`src/common/rss_pkg.sv`:
```
package rss_pkg;

    // clock and timing
    localparam int CLK_PERIOD_NS = 4;
    localparam int BOD_MIN_NS = 2000;
    localparam int BOD_MIN_CYC = (BOD_MIN_NS + CLK_PERIOD_NS - 1) / CLK_PERIOD_NS;
    localparam int BOD_CNT_W = $clog2(BOD_MIN_CYC + 1);
    localparam int STARTUP_BASE_CYC = 4096;
    localparam int TOUT_CNT_W = 24;

    // register map
    localparam int REG_ADDR_W = 4;
    localparam logic [REG_ADDR_W-1:0] RESET_CAUSE_OFS = 4'h0;
    localparam logic [7:0] RESET_CAUSE_RST = 8'h00;
    localparam int WATCHDOG_FLAG_BIT = 3;
    localparam int BROWNOUT_FLAG_BIT = 2;
    localparam int PIN_FLAG_BIT = 1;
    localparam int POWERON_FLAG_BIT = 0;
    localparam logic [3:0] FLAG_MASK = 4'hf;

    // sleep mode select encodings
    typedef enum logic [2:0] {
        SLP_IDLE = 3'h0,
        SLP_ADC_NR = 3'h1,
        SLP_POWER_DOWN = 3'h2,
        SLP_POWER_SAVE = 3'h3,
        SLP_RSVD4 = 3'h4,
        SLP_RSVD5 = 3'h5,
        SLP_STANDBY = 3'h6,
        SLP_RSVD7 = 3'h7
    } rss_sleep_mode_t;

    // fuse settings, 1 = programmed
    typedef struct packed {
        logic brownout_enable_fuse;
        logic brownout_level_fuse;
        logic [3:0] clock_select_fuses;
    } rss_fuse_t;

    // power-management request group
    typedef struct packed {
        logic sleep_active;
        rss_sleep_mode_t sleep_mode;
        logic acmp_enable;
        logic acmp_use_ref;
        logic adc_enable;
        logic adc_conv_start;
    } rss_pm_req_t;

endpackage : rss_pkg

```
`src/verilog/rss_top.sv`:
```
module rss_top #(
    parameter int STARTUP_BASE_CYCLES = rss_pkg::STARTUP_BASE_CYC,
    parameter int NUM_PINS = 23
) (
    input wire logic SYS_CLK_I,
    input wire logic RST_N_I,
    input wire rss_pkg::rss_fuse_t FUSES_I,
    input wire logic POR_ACTIVE_I,
    input wire logic EXT_RST_N_I,
    input wire logic WDT_ENABLE_I,
    input wire logic WDT_EXPIRE_I,
    input wire logic BOD_LOW_I,
    input wire rss_pkg::rss_pm_req_t PM_REQ_I,
    input wire logic [NUM_PINS-1:0] WAKE_PIN_MASK_I,
    input wire logic [rss_pkg::REG_ADDR_W-1:0] REG_ADDR_I,
    input wire logic [7:0] REG_WDATA_I,
    input wire logic REG_WR_I,
    input wire logic REG_RD_I,
    output logic [7:0] REG_RDATA_O,
    output logic IO_RESET_N_O,
    output logic CORE_RESET_N_O,
    output logic VECTOR_FETCH_O,
    output logic BOD_THRESH_SEL_O,
    output logic BOD_ACTIVE_O,
    output logic WDT_ACTIVE_O,
    output logic [NUM_PINS-1:0] INPUT_BUF_EN_O,
    output logic ACMP_ON_O,
    output logic REF_ON_O,
    output logic ADC_ON_O,
    output logic ADC_EXTENDED_O
);
    import rss_pkg::*;

    typedef enum logic [2:0] {
        ST_HOLD = 3'h1,
        ST_COUNT = 3'h2,
        ST_RUN = 3'h4
    } rss_state_t;

    rss_state_t state_ff;
    rss_state_t nxt_state;
    logic [BOD_CNT_W-1:0] bod_cnt_ff;
    logic [TOUT_CNT_W-1:0] tout_cnt_ff;
    logic [TOUT_CNT_W-1:0] tout_limit;
    logic wdt_exp_q_ff;
    logic wdt_pulse_ff;
    logic fetch_ff;
    logic [3:0] flags_ff;
    logic [3:0] nxt_flags;
    logic [7:0] rdata_ff;
    logic adc_en_q_ff;
    logic adc_ext_ff;
    logic bod_low_q;
    logic bod_rst;
    logic pin_rst;
    logic any_src;
    logic deep_sleep;
    logic flag_wr;

    // brown-out detection qualified by the enable fuse and a persistence filter
    assign bod_low_q = FUSES_I.brownout_enable_fuse & BOD_LOW_I;
    assign bod_rst = bod_low_q && (bod_cnt_ff == BOD_CNT_W'(BOD_MIN_CYC));
    assign pin_rst = ~EXT_RST_N_I;

    always_ff @(posedge SYS_CLK_I or negedge RST_N_I) begin
        if (!RST_N_I) begin
            bod_cnt_ff <= '0;
        end else if (!bod_low_q) begin
            bod_cnt_ff <= '0;
        end else if (bod_cnt_ff != BOD_CNT_W'(BOD_MIN_CYC)) begin
            bod_cnt_ff <= bod_cnt_ff + 1'b1;
        end
    end

    // watchdog expiry gives a single-cycle pulse, only when enabled
    always_ff @(posedge SYS_CLK_I or negedge RST_N_I) begin
        if (!RST_N_I) begin
            wdt_exp_q_ff <= 1'b0;
            wdt_pulse_ff <= 1'b0;
        end else begin
            wdt_exp_q_ff <= WDT_EXPIRE_I;
            wdt_pulse_ff <= WDT_ENABLE_I & WDT_EXPIRE_I & ~wdt_exp_q_ff;
        end
    end

    // the four sources merged; por and pin act combinationally on the outputs
    assign any_src = POR_ACTIVE_I | pin_rst | wdt_pulse_ff | bod_rst;
    assign IO_RESET_N_O = ~any_src;
    assign CORE_RESET_N_O = (state_ff == ST_RUN) & ~any_src;
    assign VECTOR_FETCH_O = fetch_ff;

    // start-up time-out length from the clock select fuses
    assign tout_limit = TOUT_CNT_W'(STARTUP_BASE_CYCLES) *
                        (TOUT_CNT_W'(FUSES_I.clock_select_fuses) + 1'b1);

    always_comb begin
        nxt_state = state_ff;
        unique case (state_ff)
            ST_HOLD: begin
                if (!any_src) begin
                    nxt_state = ST_COUNT;
                end
            end
            ST_COUNT: begin
                if (any_src) begin
                    nxt_state = ST_HOLD;
                end else if (tout_cnt_ff == tout_limit - 1'b1) begin
                    nxt_state = ST_RUN;
                end
            end
            ST_RUN: begin
                if (any_src) begin
                    nxt_state = ST_HOLD;
                end
            end
            default: begin
                nxt_state = ST_HOLD;
            end
        endcase
    end

    always_ff @(posedge SYS_CLK_I or negedge RST_N_I) begin
        if (!RST_N_I) begin
            state_ff <= ST_HOLD;
        end else begin
            state_ff <= nxt_state;
        end
    end

    always_ff @(posedge SYS_CLK_I or negedge RST_N_I) begin
        if (!RST_N_I) begin
            tout_cnt_ff <= '0;
        end else if (state_ff == ST_COUNT && !any_src) begin
            tout_cnt_ff <= tout_cnt_ff + 1'b1;
        end else begin
            tout_cnt_ff <= '0;
        end
    end

    // one-cycle pulse telling the core to fetch from the reset vector
    always_ff @(posedge SYS_CLK_I or negedge RST_N_I) begin
        if (!RST_N_I) begin
            fetch_ff <= 1'b0;
        end else begin
            fetch_ff <= (state_ff == ST_COUNT) && (nxt_state == ST_RUN);
        end
    end

    // reset cause flags: zero-writes clear, events set and win over the clear
    assign flag_wr = REG_WR_I && (REG_ADDR_I == RESET_CAUSE_OFS);

    always_comb begin
        nxt_flags = flags_ff;
        if (flag_wr) begin
            nxt_flags = flags_ff & REG_WDATA_I[3:0];
        end
        if (wdt_pulse_ff) begin
            nxt_flags[WATCHDOG_FLAG_BIT] = 1'b1;
        end
        if (bod_rst) begin
            nxt_flags[BROWNOUT_FLAG_BIT] = 1'b1;
        end
        if (pin_rst) begin
            nxt_flags[PIN_FLAG_BIT] = 1'b1;
        end
        if (POR_ACTIVE_I) begin
            // power-on clears the other causes and never itself
            nxt_flags = 4'h0;
            nxt_flags[POWERON_FLAG_BIT] = 1'b1;
        end
    end

    always_ff @(posedge SYS_CLK_I or negedge RST_N_I) begin
        if (!RST_N_I) begin
            flags_ff <= RESET_CAUSE_RST[3:0];
        end else begin
            flags_ff <= nxt_flags & FLAG_MASK;
        end
    end

    // read data valid only in the cycle after the strobe
    always_ff @(posedge SYS_CLK_I or negedge RST_N_I) begin
        if (!RST_N_I) begin
            rdata_ff <= 8'h00;
        end else if (REG_RD_I && REG_ADDR_I == RESET_CAUSE_OFS) begin
            rdata_ff <= {4'h0, flags_ff};
        end else begin
            rdata_ff <= 8'h00;
        end
    end
    assign REG_RDATA_O = rdata_ff;

    // brown-out threshold select and sleep-independent enables
    assign BOD_THRESH_SEL_O = FUSES_I.brownout_level_fuse;
    assign BOD_ACTIVE_O = FUSES_I.brownout_enable_fuse;
    assign WDT_ACTIVE_O = WDT_ENABLE_I;

    // modes with both I/O and ADC clocks stopped
    assign deep_sleep = PM_REQ_I.sleep_active &&
                        (PM_REQ_I.sleep_mode == SLP_POWER_DOWN ||
                         PM_REQ_I.sleep_mode == SLP_POWER_SAVE ||
                         PM_REQ_I.sleep_mode == SLP_STANDBY);

    for (genvar gi = 0; gi < NUM_PINS; gi++) begin : g_inbuf
        assign INPUT_BUF_EN_O[gi] = ~deep_sleep | WAKE_PIN_MASK_I[gi];
    end

    assign ACMP_ON_O = PM_REQ_I.acmp_enable &&
                       (!PM_REQ_I.sleep_active ||
                        PM_REQ_I.sleep_mode == SLP_IDLE ||
                        PM_REQ_I.sleep_mode == SLP_ADC_NR ||
                        PM_REQ_I.acmp_use_ref);
    assign REF_ON_O = FUSES_I.brownout_enable_fuse |
                      (ACMP_ON_O & PM_REQ_I.acmp_use_ref) |
                      PM_REQ_I.adc_enable;
    assign ADC_ON_O = PM_REQ_I.adc_enable;

    // extended-conversion marker armed by an ADC off, dropped at next start
    always_ff @(posedge SYS_CLK_I or negedge RST_N_I) begin
        if (!RST_N_I) begin
            adc_en_q_ff <= 1'b0;
            adc_ext_ff <= 1'b1;
        end else begin
            adc_en_q_ff <= PM_REQ_I.adc_enable;
            if (adc_en_q_ff && !PM_REQ_I.adc_enable) begin
                adc_ext_ff <= 1'b1;
            end else if (PM_REQ_I.adc_enable && PM_REQ_I.adc_conv_start) begin
                adc_ext_ff <= 1'b0;
            end
        end
    end
    assign ADC_EXTENDED_O = adc_ext_ff;
endmodule // rss_top
```
`config.mk`:
```
export PLATFORM = sky130hd
export DESIGN_NAME = rss_top
export DESIGN_NICKNAME = d
export VERILOG_FILES = /design/src/common/rss_pkg.sv /design/src/verilog/rss_top.sv
export SDC_FILE = /design/constraint.sdc
export NUM_CORES = 1
export LEC_CHECK = 0
export ABC_CLOCK_PERIOD_IN_PS = 3300
export BUFFER_PORTS_ARGS = -buffer_cell sky130_fd_sc_hd__buf_2
export CAP_MARGIN = 20
export CORE_UTILIZATION = 54
export CTS_CLUSTER_DIAMETER = 150
export DETAILED_ROUTE_END_ITERATION = 8
export HOLD_SLACK_MARGIN = 0.03
export PLACE_DENSITY = 0.86
export SLEW_MARGIN = 20
export SYNTH_ARGS = -nofsm -noshare
export SYNTH_HDL_FRONTEND = slang
export SYNTH_SLANG_ARGS = --single-unit
```
`constraint.sdc`:
```
create_clock -name SYS_CLK_I -period 3.3 [get_ports SYS_CLK_I]
set_input_delay 0 -clock SYS_CLK_I [delete_from_list [all_inputs] [get_ports SYS_CLK_I]]
set_output_delay 0 -clock SYS_CLK_I [all_outputs]
set_load 0.005 [all_outputs]
```
== Word-level counts from Yosys, hierarchy flattened ==
Cells that the tools add are included.

* Input port bits: 58
* Logic and storage cells: 107
* Flip-flop bits (word level): 53

* $add $sub $neg: 4
* Equality and inequality tests: 13
* Reduce and logical (&&, ||, !) cells: 23
* Bitwise logic cells: 38
* Mux-type cells: 16

{| class="wikitable"
|+ Operators with widths
! kind !! number
|-
| 1-bit bitwise OR || 28
|-
| 24-bit by 1-bit adder with 24-bit output (second input constant) || 1
|-
| 24-bit equality test || 1
|-
| 24-bit two-way mux || 1
|-
| 9-bit two-way mux || 2
|-
| 17-bit by 1-bit subtractor with 18-bit output (second input constant) || 1
|-
| 3-bit two-way mux || 4
|-
| 4-bit two-way mux || 3
|-
| 9-bit by 1-bit adder with 9-bit output (second input constant) || 1
|-
| 3-bit by 2-bit equality test with 1-bit output (second input constant) || 3
|-
| 3-bit equality test (second input constant) || 3
|-
| 9-bit equality test (second input constant) || 1
|-
| 1-bit logical AND || 9
|-
| 9-bit inequality test (second input constant) || 1
|-
| 3-bit one-hot mux with 3 select lines || 1
|-
| 3-bit by 1-bit equality test with 1-bit output (second input constant) || 2
|-
| 3-bit nonzero test || 2
|-
| 4-bit by 1-bit adder with 5-bit output (second input constant) || 1
|-
| 1-bit AND || 5
|-
| 1-bit logical OR || 5
|-
| 1-bit two-way mux || 5
|-
| 4-bit AND || 1
|-
| 4-bit logical NOT || 1
|-
| 1-bit NOT || 4
|-
| other kinds (5) || 8
|}

== Longest topological paths before layout ==
Gate-level depths: netlist (run 1).

* Depth after elaboration: 8
* Gate-level depth with buffers: 8
* Gate-level depth less buffers: 7

== Least setup slack after synthesis (run 1) ==
Ideal clock, no wire load.

* Kind: flip-flop to flip-flop
* Start point: register bod_cnt_ff[0]
* End point: register tout_cnt_ff[10]
* Cell stages (with the launch flop): 9
* Arrival time: 1.588 ns
* Setup time: 0.071 ns
* Slack: 1.641 ns
* Data required time: 3.229 ns
* Clock period less this slack: 1.659 ns
* Path buffers: 1
* Cell sequence: dfrtp_1 > inv_1 > ha_1 > nand4b_1 > nor3_1 > nor4b_4 > nand3_2 > buf_2 > nor2_1

* Cells in the longest elaborated chain, start to end: 6

{| class="wikitable"
|+ RTL lines
! what !! RTL line !! RTL
|-
| from (decl) || rss_top.sv:42 || <nowiki>logic [BOD_CNT_W-1:0] bod_cnt_ff;</nowiki>
|-
| from (signal assigned) || rss_top.sv:71 || <nowiki>bod_cnt_ff <= bod_cnt_ff + 1'b1;</nowiki>
|-
| 9-bit equality test || rss_top.sv:62 || <nowiki>assign bod_rst = bod_low_q && (bod_cnt_ff == BOD_CNT_W'(BOD_MIN_CYC));</nowiki>
|-
| 1-bit logical AND || rss_top.sv:62 ||
|-
| 1-bit bitwise OR || rss_top.sv:87 || <nowiki>assign any_src = POR_ACTIVE_I | pin_rst | wdt_pulse_ff | bod_rst;</nowiki>
|-
| 1-bit logical NOT || rss_top.sv:133 || <nowiki>end else if (state_ff == ST_COUNT && !any_src) begin</nowiki>
|-
| 1-bit logical AND || rss_top.sv:133 ||
|-
| 24-bit two-way mux || rss_top.sv:133 ||
|-
| to (signal assigned) || rss_top.sv:134 || <nowiki>tout_cnt_ff <= tout_cnt_ff + 1'b1;</nowiki>
|-
| to (decl) || rss_top.sv:43 || <nowiki>logic [TOUT_CNT_W-1:0] tout_cnt_ff;</nowiki>
|}

No other way between the ends.
A chain may end at the register's enable or synchronous reset.

== Worst setup path after layout (run 1) ==
* Start point: register bod_cnt_ff[0]
* End point: register fetch_ff (netlist: VECTOR_FETCH_O)

* Cells in the longest elaborated chain, start to end: 7
* Elaborated cells on any way between the ends: 9

{| class="wikitable"
|+ RTL lines
! what !! RTL line !! RTL
|-
| 9-bit equality test (*) || rss_top.sv:62 ||
|-
| 1-bit logical AND (*) || rss_top.sv:62 ||
|-
| 1-bit bitwise OR (*) || rss_top.sv:87 ||
|-
| 3-bit two-way mux (on tied branches) || rss_top.sv:112, rss_top.sv:100, rss_top.sv:105 ||
|-
| 3-bit one-hot mux with 3 select lines (*) || rss_top.sv:98 || <nowiki>unique case (state_ff)</nowiki>
|-
| 3-bit equality test (*) || rss_top.sv:145 || <nowiki>fetch_ff <= (state_ff == ST_COUNT) && (nxt_state == ST_RUN);</nowiki>
|-
| 1-bit logical AND (*) || rss_top.sv:145 ||
|-
| to (signal assigned) || rss_top.sv:145 ||
|-
| to (decl) || rss_top.sv:47 || <nowiki>logic fetch_ff;</nowiki>
|}

Every way passes the cells marked *; elsewhere a longest branch is shown, timed or not.

==> impl_metrics.toml, run 1 <==
[worst_hold_path]
min_path_cells = 3
hold_class = "in2reg"

[sta]
slew_viol_final = 0
fin_crit_sh_pct = 67.25
fin_setup_tns_ns = 0
rsz0062_at_grt = "no"
skew_ns = 0.01138
maxSlewHeadroom_pct = 57.62
hold_violations = 0
setup_violations = 0
worst_slew_pin_slew_ns = 0.6299
fmax_mhz = 450.6
layout_min_cycle_time_ns = 2.219
layout_setup_ws_ns = 1.081

[synth]
synth_seq_cells = 49
syn_area_um2 = 2726
ys_top_cells_by_area = "dfrtp_1, xnor2_1, nor2_1"
syn_avg_cell_area_um2 = 9.401
yosys.area.top_type_share_pct = 43.14
yosysTopAreaCell = "dfrtp_1"
syn_inst = 290
ys_warn_count = 0
synth.yosys.seq_area_share_pct = 45.07
synthDistinctLibCells = 45

[die]
pin_count = 99
core_um2 = 4786
die_w_um = 73.06
rows = 25
die_h_um = 73.06
dieArea_um2 = 5337
initial_utilization_pct = 56.97

[clock_tree]
cts_buffer_depth = 2
cts.reportedPaths.clkPinSlew_ns = 0.09
htreeDepth = 2
cts_buffers = 5
cts_tree = "built"
cts_sinks = 49
postCtsSetupRepairBufs = 0
clock_latency_ns = 0.30
cts_root_buf = "clkbuf_8"

[worst_setup_path]
ff2ff_path_depth = 7
crit_type = "reg2reg"
cp.required_ns = 3.50
critPathSlowestCell = "nand3_2"
critPathMaxStageDelay_ns = 0.52
start_kind = "flop"
crit_chain = "inv_1 > ha_1 > nand4b_1 > nor3_1 > nor4b_4 > nand3_2 > nor4b_2"
cp.arrival_ns = 2.42
endpoint_kind = "flop"
worstPathMaxFanout = 26

[route]
antenna_left = 0
firstDrtPassIters = 4
num_vias = 2397
finalWirelength_mm = 6.516
drt_iter0_drc = 216
via_per_inst = 5.257
drc = 0
wire_per_inst_um = 14.29

[finish]
syn2layout_area_growth_pct = 26.30
final_core_util_pct = 71.95
fill_cells = 318
layout-drive-gt1-share_pct = 27.76
final_nets = 451
diodes = 0

[placed_design]
pre_cts_ws_ns = 1.108
place_hpwl_mm = 4.430
routabilityCongestion = 0.7629
portBuffers = 88

[power_and_ir_drop]
irDropWorstVdd_mv = 0.3261
powerDensity_nw_per_um2 = 366.2
power.leakage_nw = 1.504

[grt]
grt_max_degree = 50
grtUsageTotal_pct = 25.06
grt.overflow.total = 0
grt_pass1_vias = 2289
antenna_found_initial = 0
grt_pass1_wl_mm = 10.24

[run_status]
outcome = "completed"

[run]
maxCapViolCount = 0
state kept, by name (all words and copies together) (netlist names):
name	count
ADC_EXTENDED_O	1
REG_RDATA_O	4
VECTOR_FETCH_O	1
adc_en_q_ff	1
bod_cnt_ff	9
flags_ff	4
state_ff	3
tout_cnt_ff	24
wdt_exp_q_ff	1
wdt_pulse_ff	1
report_power, final:
part	internal (W)	leakage, nW	switching, W
sequential	0.000609	0.664	0.00000643
clock	0.000301	0.0681	0.000200
combinational	0.0000710	0.772	0.0000733
through the flow:
| stage | cell area (um2) | hold slack (ns) | total power [W] | std cells |
|---|---|---|---|---|
| 6_report | 3443 | 0.05690 | 0.001261 | 456 |
| 5_1_grt | 3443 | 0.07449 | 0.001309 | 456 |
| 4_1_cts | 3441 | 0.04711 | 0.001266 | 456 |
| 3_5_place_dp | 3187 | 0.00006013 | 0.0007559 | 436 |
| 3_3_place_gp | 3187 | 0.00006013 | 0.0007516 | 436 |
| 2_1_floorplan | 2738 | -0.2956 | 0.0006912 | 293 |
cells by family after synthesis:
| group | synth area share [%] |
|---|---|
| adders and majority gates | 2.295 |
| xor gates and xnor gates | 10.28 |
| muxes | 1.101 |
| buffers and inverters | 4.681 |
| AOI/OAI and AO/OA | 6.976 |
| and+or+nand+nor | 29.46 |
| DFF | 45.07 |
| other | 0.1375 |
final cells by class:
cell class / instances / area [um2] / share of cell area, %
clock buffer: 5 / 68.82 / 1.999
sequential: 49 / 1229 / 35.68
inverter: 12 / 45.04 / 1.308
clock inverter: 3 / 65.06 / 1.890
tap: 67 / 83.83 / 2.435
timing repair buffer: 101 / 570.5 / 16.57
multi-input combinational: 219 / 1381 / 40.12
layer usage:
metal  up-vias  GRT usage, %  part of all wire (%)
met5         -             0                     0
met2        64         43.93                    52
li1       1172             -                     -
met3         9         5.801                   3.9
met1      1152         31.56                    42
met4         0         5.229                   1.3
final timing paths:
kind	end	start	slack [ns]
worst min-delay path	REG_RDATA_O[2]$_DFF_PN0_	REG_ADDR_I[3]	0.06
worst max register to register	VECTOR_FETCH_O$_DFF_PN0_	bod_cnt_ff[0]$_DFFE_PN0N_	1.08
max in group asynchronous	bod_cnt_ff[7]$_DFFE_PN0N_	RST_N_I	2.63
worst max-delay path	VECTOR_FETCH_O$_DFF_PN0_	bod_cnt_ff[0]$_DFFE_PN0N_	1.08
worst min register to register	wdt_pulse_ff$_DFF_PN0_	wdt_exp_q_ff$_DFF_PN0_	0.42
min in group asynchronous	tout_cnt_ff[3]$_DFF_PN0_	RST_N_I	0.25
synth_stat cells:
library cell	n
xor2_1	11
nand2b_1	25
and2_1	3
dfrtp_1	47
nor4b_4	1
o22ai_1	1
buf_2	3
nand4b_1	2
a211o_1	1
nor2_1	43
nor4_2	1
nand2_1	14
buf_4	8
or2_1	1
a211oi_1	1
a21oi_1	9
inv_1	12
o2111ai_1	1
nor3_1	13
and4_1	4
nor2b_1	3
nor4_1	2
nor3b_1	1
o31a_2	1
o21bai_1	1
nand3b_1	1
o211ai_2	2
or4_4	1
o211a_1	1
a211o_2	1
nor4b_2	1
xnor2_1	21
or3_1	3
nand3_2	1
clkbuf_1	2
conb_1	1
ha_1	5
o31ai_1	1
mux2i_1	3
and3_1	7
dfstp_2	2
o31a_1	1
nand3_1	13
nand4_1	7
o21ai_0	7
critical path, delay by kind of cell, from the launching register on:
kind          cells  cell delay, ns
fa+ha+maj         1            0.19
buf+inv           1            0.08
flops             1            0.38
simple gates      5            1.46
layout by cell type (no fill, tap or decap), types with 9 or more instances in the layout:
cell type	Yosys	final
xnor2_1	21	21
inv_1	12	12
dfrtp_1	47	47
a21oi_1	9	9
nor3_1	13	13
nor2_1	43	43
nand2b_1	25	25
nand3_1	13	13
buf_2	3	87
dlygate4sd3_1	0	12
xor2_1	11	11
nand2_1	14	14
what timing repair did:
item / 4_1_cts / 5_1_grt
hold buffers: 12 / 0
hold endpoints to repair: 61 / 0
resized for setup: 0 / 0
Power figures use the tool's default switching activity.
==> run 2: changes to the inputs <==
--- a/config.mk
+++ b/config.mk
@@ -5,14 +5,14 @@
 export SDC_FILE = /design/constraint.sdc
 export NUM_CORES = 1
 export LEC_CHECK = 0
-export ABC_CLOCK_PERIOD_IN_PS = 3300
+export ABC_CLOCK_PERIOD_IN_PS = 2200
 export BUFFER_PORTS_ARGS = -buffer_cell sky130_fd_sc_hd__buf_2
 export CAP_MARGIN = 20
-export CORE_UTILIZATION = 54
+export CORE_UTILIZATION = 50
 export CTS_CLUSTER_DIAMETER = 150
 export DETAILED_ROUTE_END_ITERATION = 8
 export HOLD_SLACK_MARGIN = 0.03
-export PLACE_DENSITY = 0.86
+export PLACE_DENSITY = 0.81
 export SLEW_MARGIN = 20
 export SYNTH_ARGS = -nofsm -noshare
 export SYNTH_HDL_FRONTEND = slang
==> constraint.sdc (replaced) <==
create_clock -name SYS_CLK_I -period 2.2 [get_ports SYS_CLK_I]
set_input_delay 0 -clock SYS_CLK_I [delete_from_list [all_inputs] [get_ports SYS_CLK_I]]
set_output_delay 0 -clock SYS_CLK_I [all_outputs]
set_load 0.005 [all_outputs]
==> run 2 against run 1 <==
Compared with the run above: combinational power increased by 48%; critical path depth unchanged; routed wire length decreased by 6.6%; critical path type unchanged; worst hold slack got worse by 0.0030 ns; largest power group unchanged; cell count increased by 1.8%; first-iteration DRC count decreased by 59%; die area increased by 7.8%.
==> impl_metrics.toml, run 2 (same netlist as run 1, synthesis figures left out) <==
[worst_setup_path]
start_kind = "flop"
cp.required_ns = 2.45
ff2ff_path_depth = 7
cp.arrival_ns = 2.28
critPathMaxStageDelay_ns = 0.55
critPathSlowestCell = "dlygate4sd3_1"
crit_chain = "inv_1 > ha_1 > nand4b_1 > nor2_1 > nand3_1 > a21oi_1 > dlygate4sd3_1"
critPathBufInv = 2
r2r-start = "bod_cnt_ff[0]$_DFFE_PN0N_"
worstPathMaxFanout = 5
endpoint_kind = "flop"
reg2reg_slack_ns = 0.18
cp_top_family = "buffers and inverters"
crit_type = "reg2reg"
r2r_end = "flags_ff[2]$_DFFE_PN0P_"

[clock_tree]
htreeDepth = 2
cts_tree = "built"
cts_resized = 0
cts_sinks = 49
postCtsSetupRepairBufs = 0
cts.reportedPaths.clkPinSlew_ns = 0.09
cts_buffers = 5
clock_latency_ns = 0.31
cts_root_buf = "clkbuf_8"
cts_buffer_depth = 2
ctsHoldBuffers = 12

[power_and_ir_drop]
powerDensity_nw_per_um2 = 491.9
p_switching_w = 0.0004164
p_seq_share_pct = 54.5
totalPowerFinal_w = 0.001694
p_clk_share_pct = 32.9
sw_frac_of_total_pct = 24.58
irDropWorstVdd_mv = 0.3669
p_int_w = 0.001278
p_comb_share_pct = 12.5
power.leakage_nw = 1.508

[run]
maxCapViolCount = 0

[route]
wire_per_inst_um = 13.11
num_vias = 2381
finalWirelength_mm = 6.083
drc = 0
antenna_left = 0
firstDrtPassIters = 5
drt_iter0_drc = 89
via_per_inst = 5.131

[grt]
grtUsageTotal_pct = 22.84
grt_pass1_vias = 2284
grt_pass1_wl_mm = 9.715
grt_max_degree = 24
grt.overflow.total = 0
antenna_found_initial = 0

[worst_hold_path]
min_path_cells = 3
worstHoldStart = "REG_WDATA_I[3]"
min_to = "flags_ff[3]$_DFFE_PN0P_"
hold_class = "in2reg"

[placed_design]
place_hpwl_mm = 4.517
place_inst = 444
portBuffers = 88
routabilityCongestion = 0.8024

[sta]
whs_ns = 0.05392
setup_violations = 0
rsz0062_at_grt = "no"
skew_ns = 0.01213
fin_crit_sh_pct = 91.96
fin_setup_tns_ns = 0
fmax_mhz = 494.3
layout_min_cycle_time_ns = 2.023
worst_slew_pin_slew_ns = 0.7894
hold_violations = 0
maxSlewHeadroom_pct = 46.89
slew_viol_final = 0

[finish]
seq_area_um2 = 1229
multi_input_area_um2 = 1381
regMostFlops = "tout_cnt_ff"
fill_cells = 407
final_nets = 456
diodes = 0
largest_reg_flops = 24
layout_common_cells = "buf_2, dfrtp_1, nor2_1, nand2b_1, xnor2_1"
layout_commonest_cell = "buf_2"
layout.cells.non_filler = 464
biggestRegsByFlops = "tout_cnt_ff: 24 flops, bod_cnt_ff: 9 flops"
layout-drive-gt1-share_pct = 28.68
syn2layout_area_growth_pct = 26.34

[die]
dieArea_um2 = 5752
rows = 26
die_w_um = 75.84
pin_count = 99
die_h_um = 75.84
core_um2 = 5172
initial_utilization_pct = 52.71

[run_status]
outcome = "completed"
run 2: tightest hold or removal path: cells and delay by family:
kind                   cells  cell delay (ns)
buffers and inverters      1             0.08
AO/OA/AOI/OAI              2             0.23
run 2: stage by stage:
step,instance area [um2],util [%],setup WS [ns]
floorplan,2738,-,0.5408
global placement,3228,62.41,0.3315
detailed placement,3228,62.41,0.2289
CTS,3445,66.59,0.1804
global route,3445,66.59,0.01655
finish,3445,66.59,0.1769
run 2: worst max-delay path by stage:
stage,startpoint,to,slack [ns],depth (start not counted)
floorplan,bod_cnt_ff[0]$_DFFE_PN0N_,tout_cnt_ff[10]$_DFF_PN0_,0.54,8
global placement,bod_cnt_ff[0]$_DFFE_PN0N_,tout_cnt_ff[7]$_DFF_PN0_,0.33,8
detailed placement,bod_cnt_ff[0]$_DFFE_PN0N_,tout_cnt_ff[13]$_DFF_PN0_,0.23,8
CTS,bod_cnt_ff[0]$_DFFE_PN0N_,flags_ff[2]$_DFFE_PN0P_,0.18,7
global route,bod_cnt_ff[0]$_DFFE_PN0N_,tout_cnt_ff[13]$_DFF_PN0_,0.02,8
finish,bod_cnt_ff[0]$_DFFE_PN0N_,flags_ff[2]$_DFFE_PN0P_,0.18,7
run 2: power by group through the flow:
stage                     sequential (W)  clock, W  combinational, W
final                           0.000924  0.000558          0.000213
after global routing            0.000926  0.000599          0.000239
after CTS                       0.000924  0.000578          0.000212
after global placement          0.000940         0          0.000190
after detailed placement        0.000941         0          0.000196
after floorplan                 0.000940         0         0.0000972
run 2: layer usage:
layer	GRT usage [%]	part of all wire [%]	vias up
li1	-	-	1181
met1	26.47	42	1115
met2	40.31	51	74
met3	5.423	5.3	11
met4	9.671	1.9	0
met5	0	0	-
run 2: cell type report:
class | count | area share (%)
clock buffer | 6 | 2.397
clock inverter | 2 | 0.3996
inverter | 12 | 1.308
multi-input combinational | 219 | 40.10
sequential | 49 | 35.67
tap | 70 | 2.543
timing repair buffer | 106 | 17.58
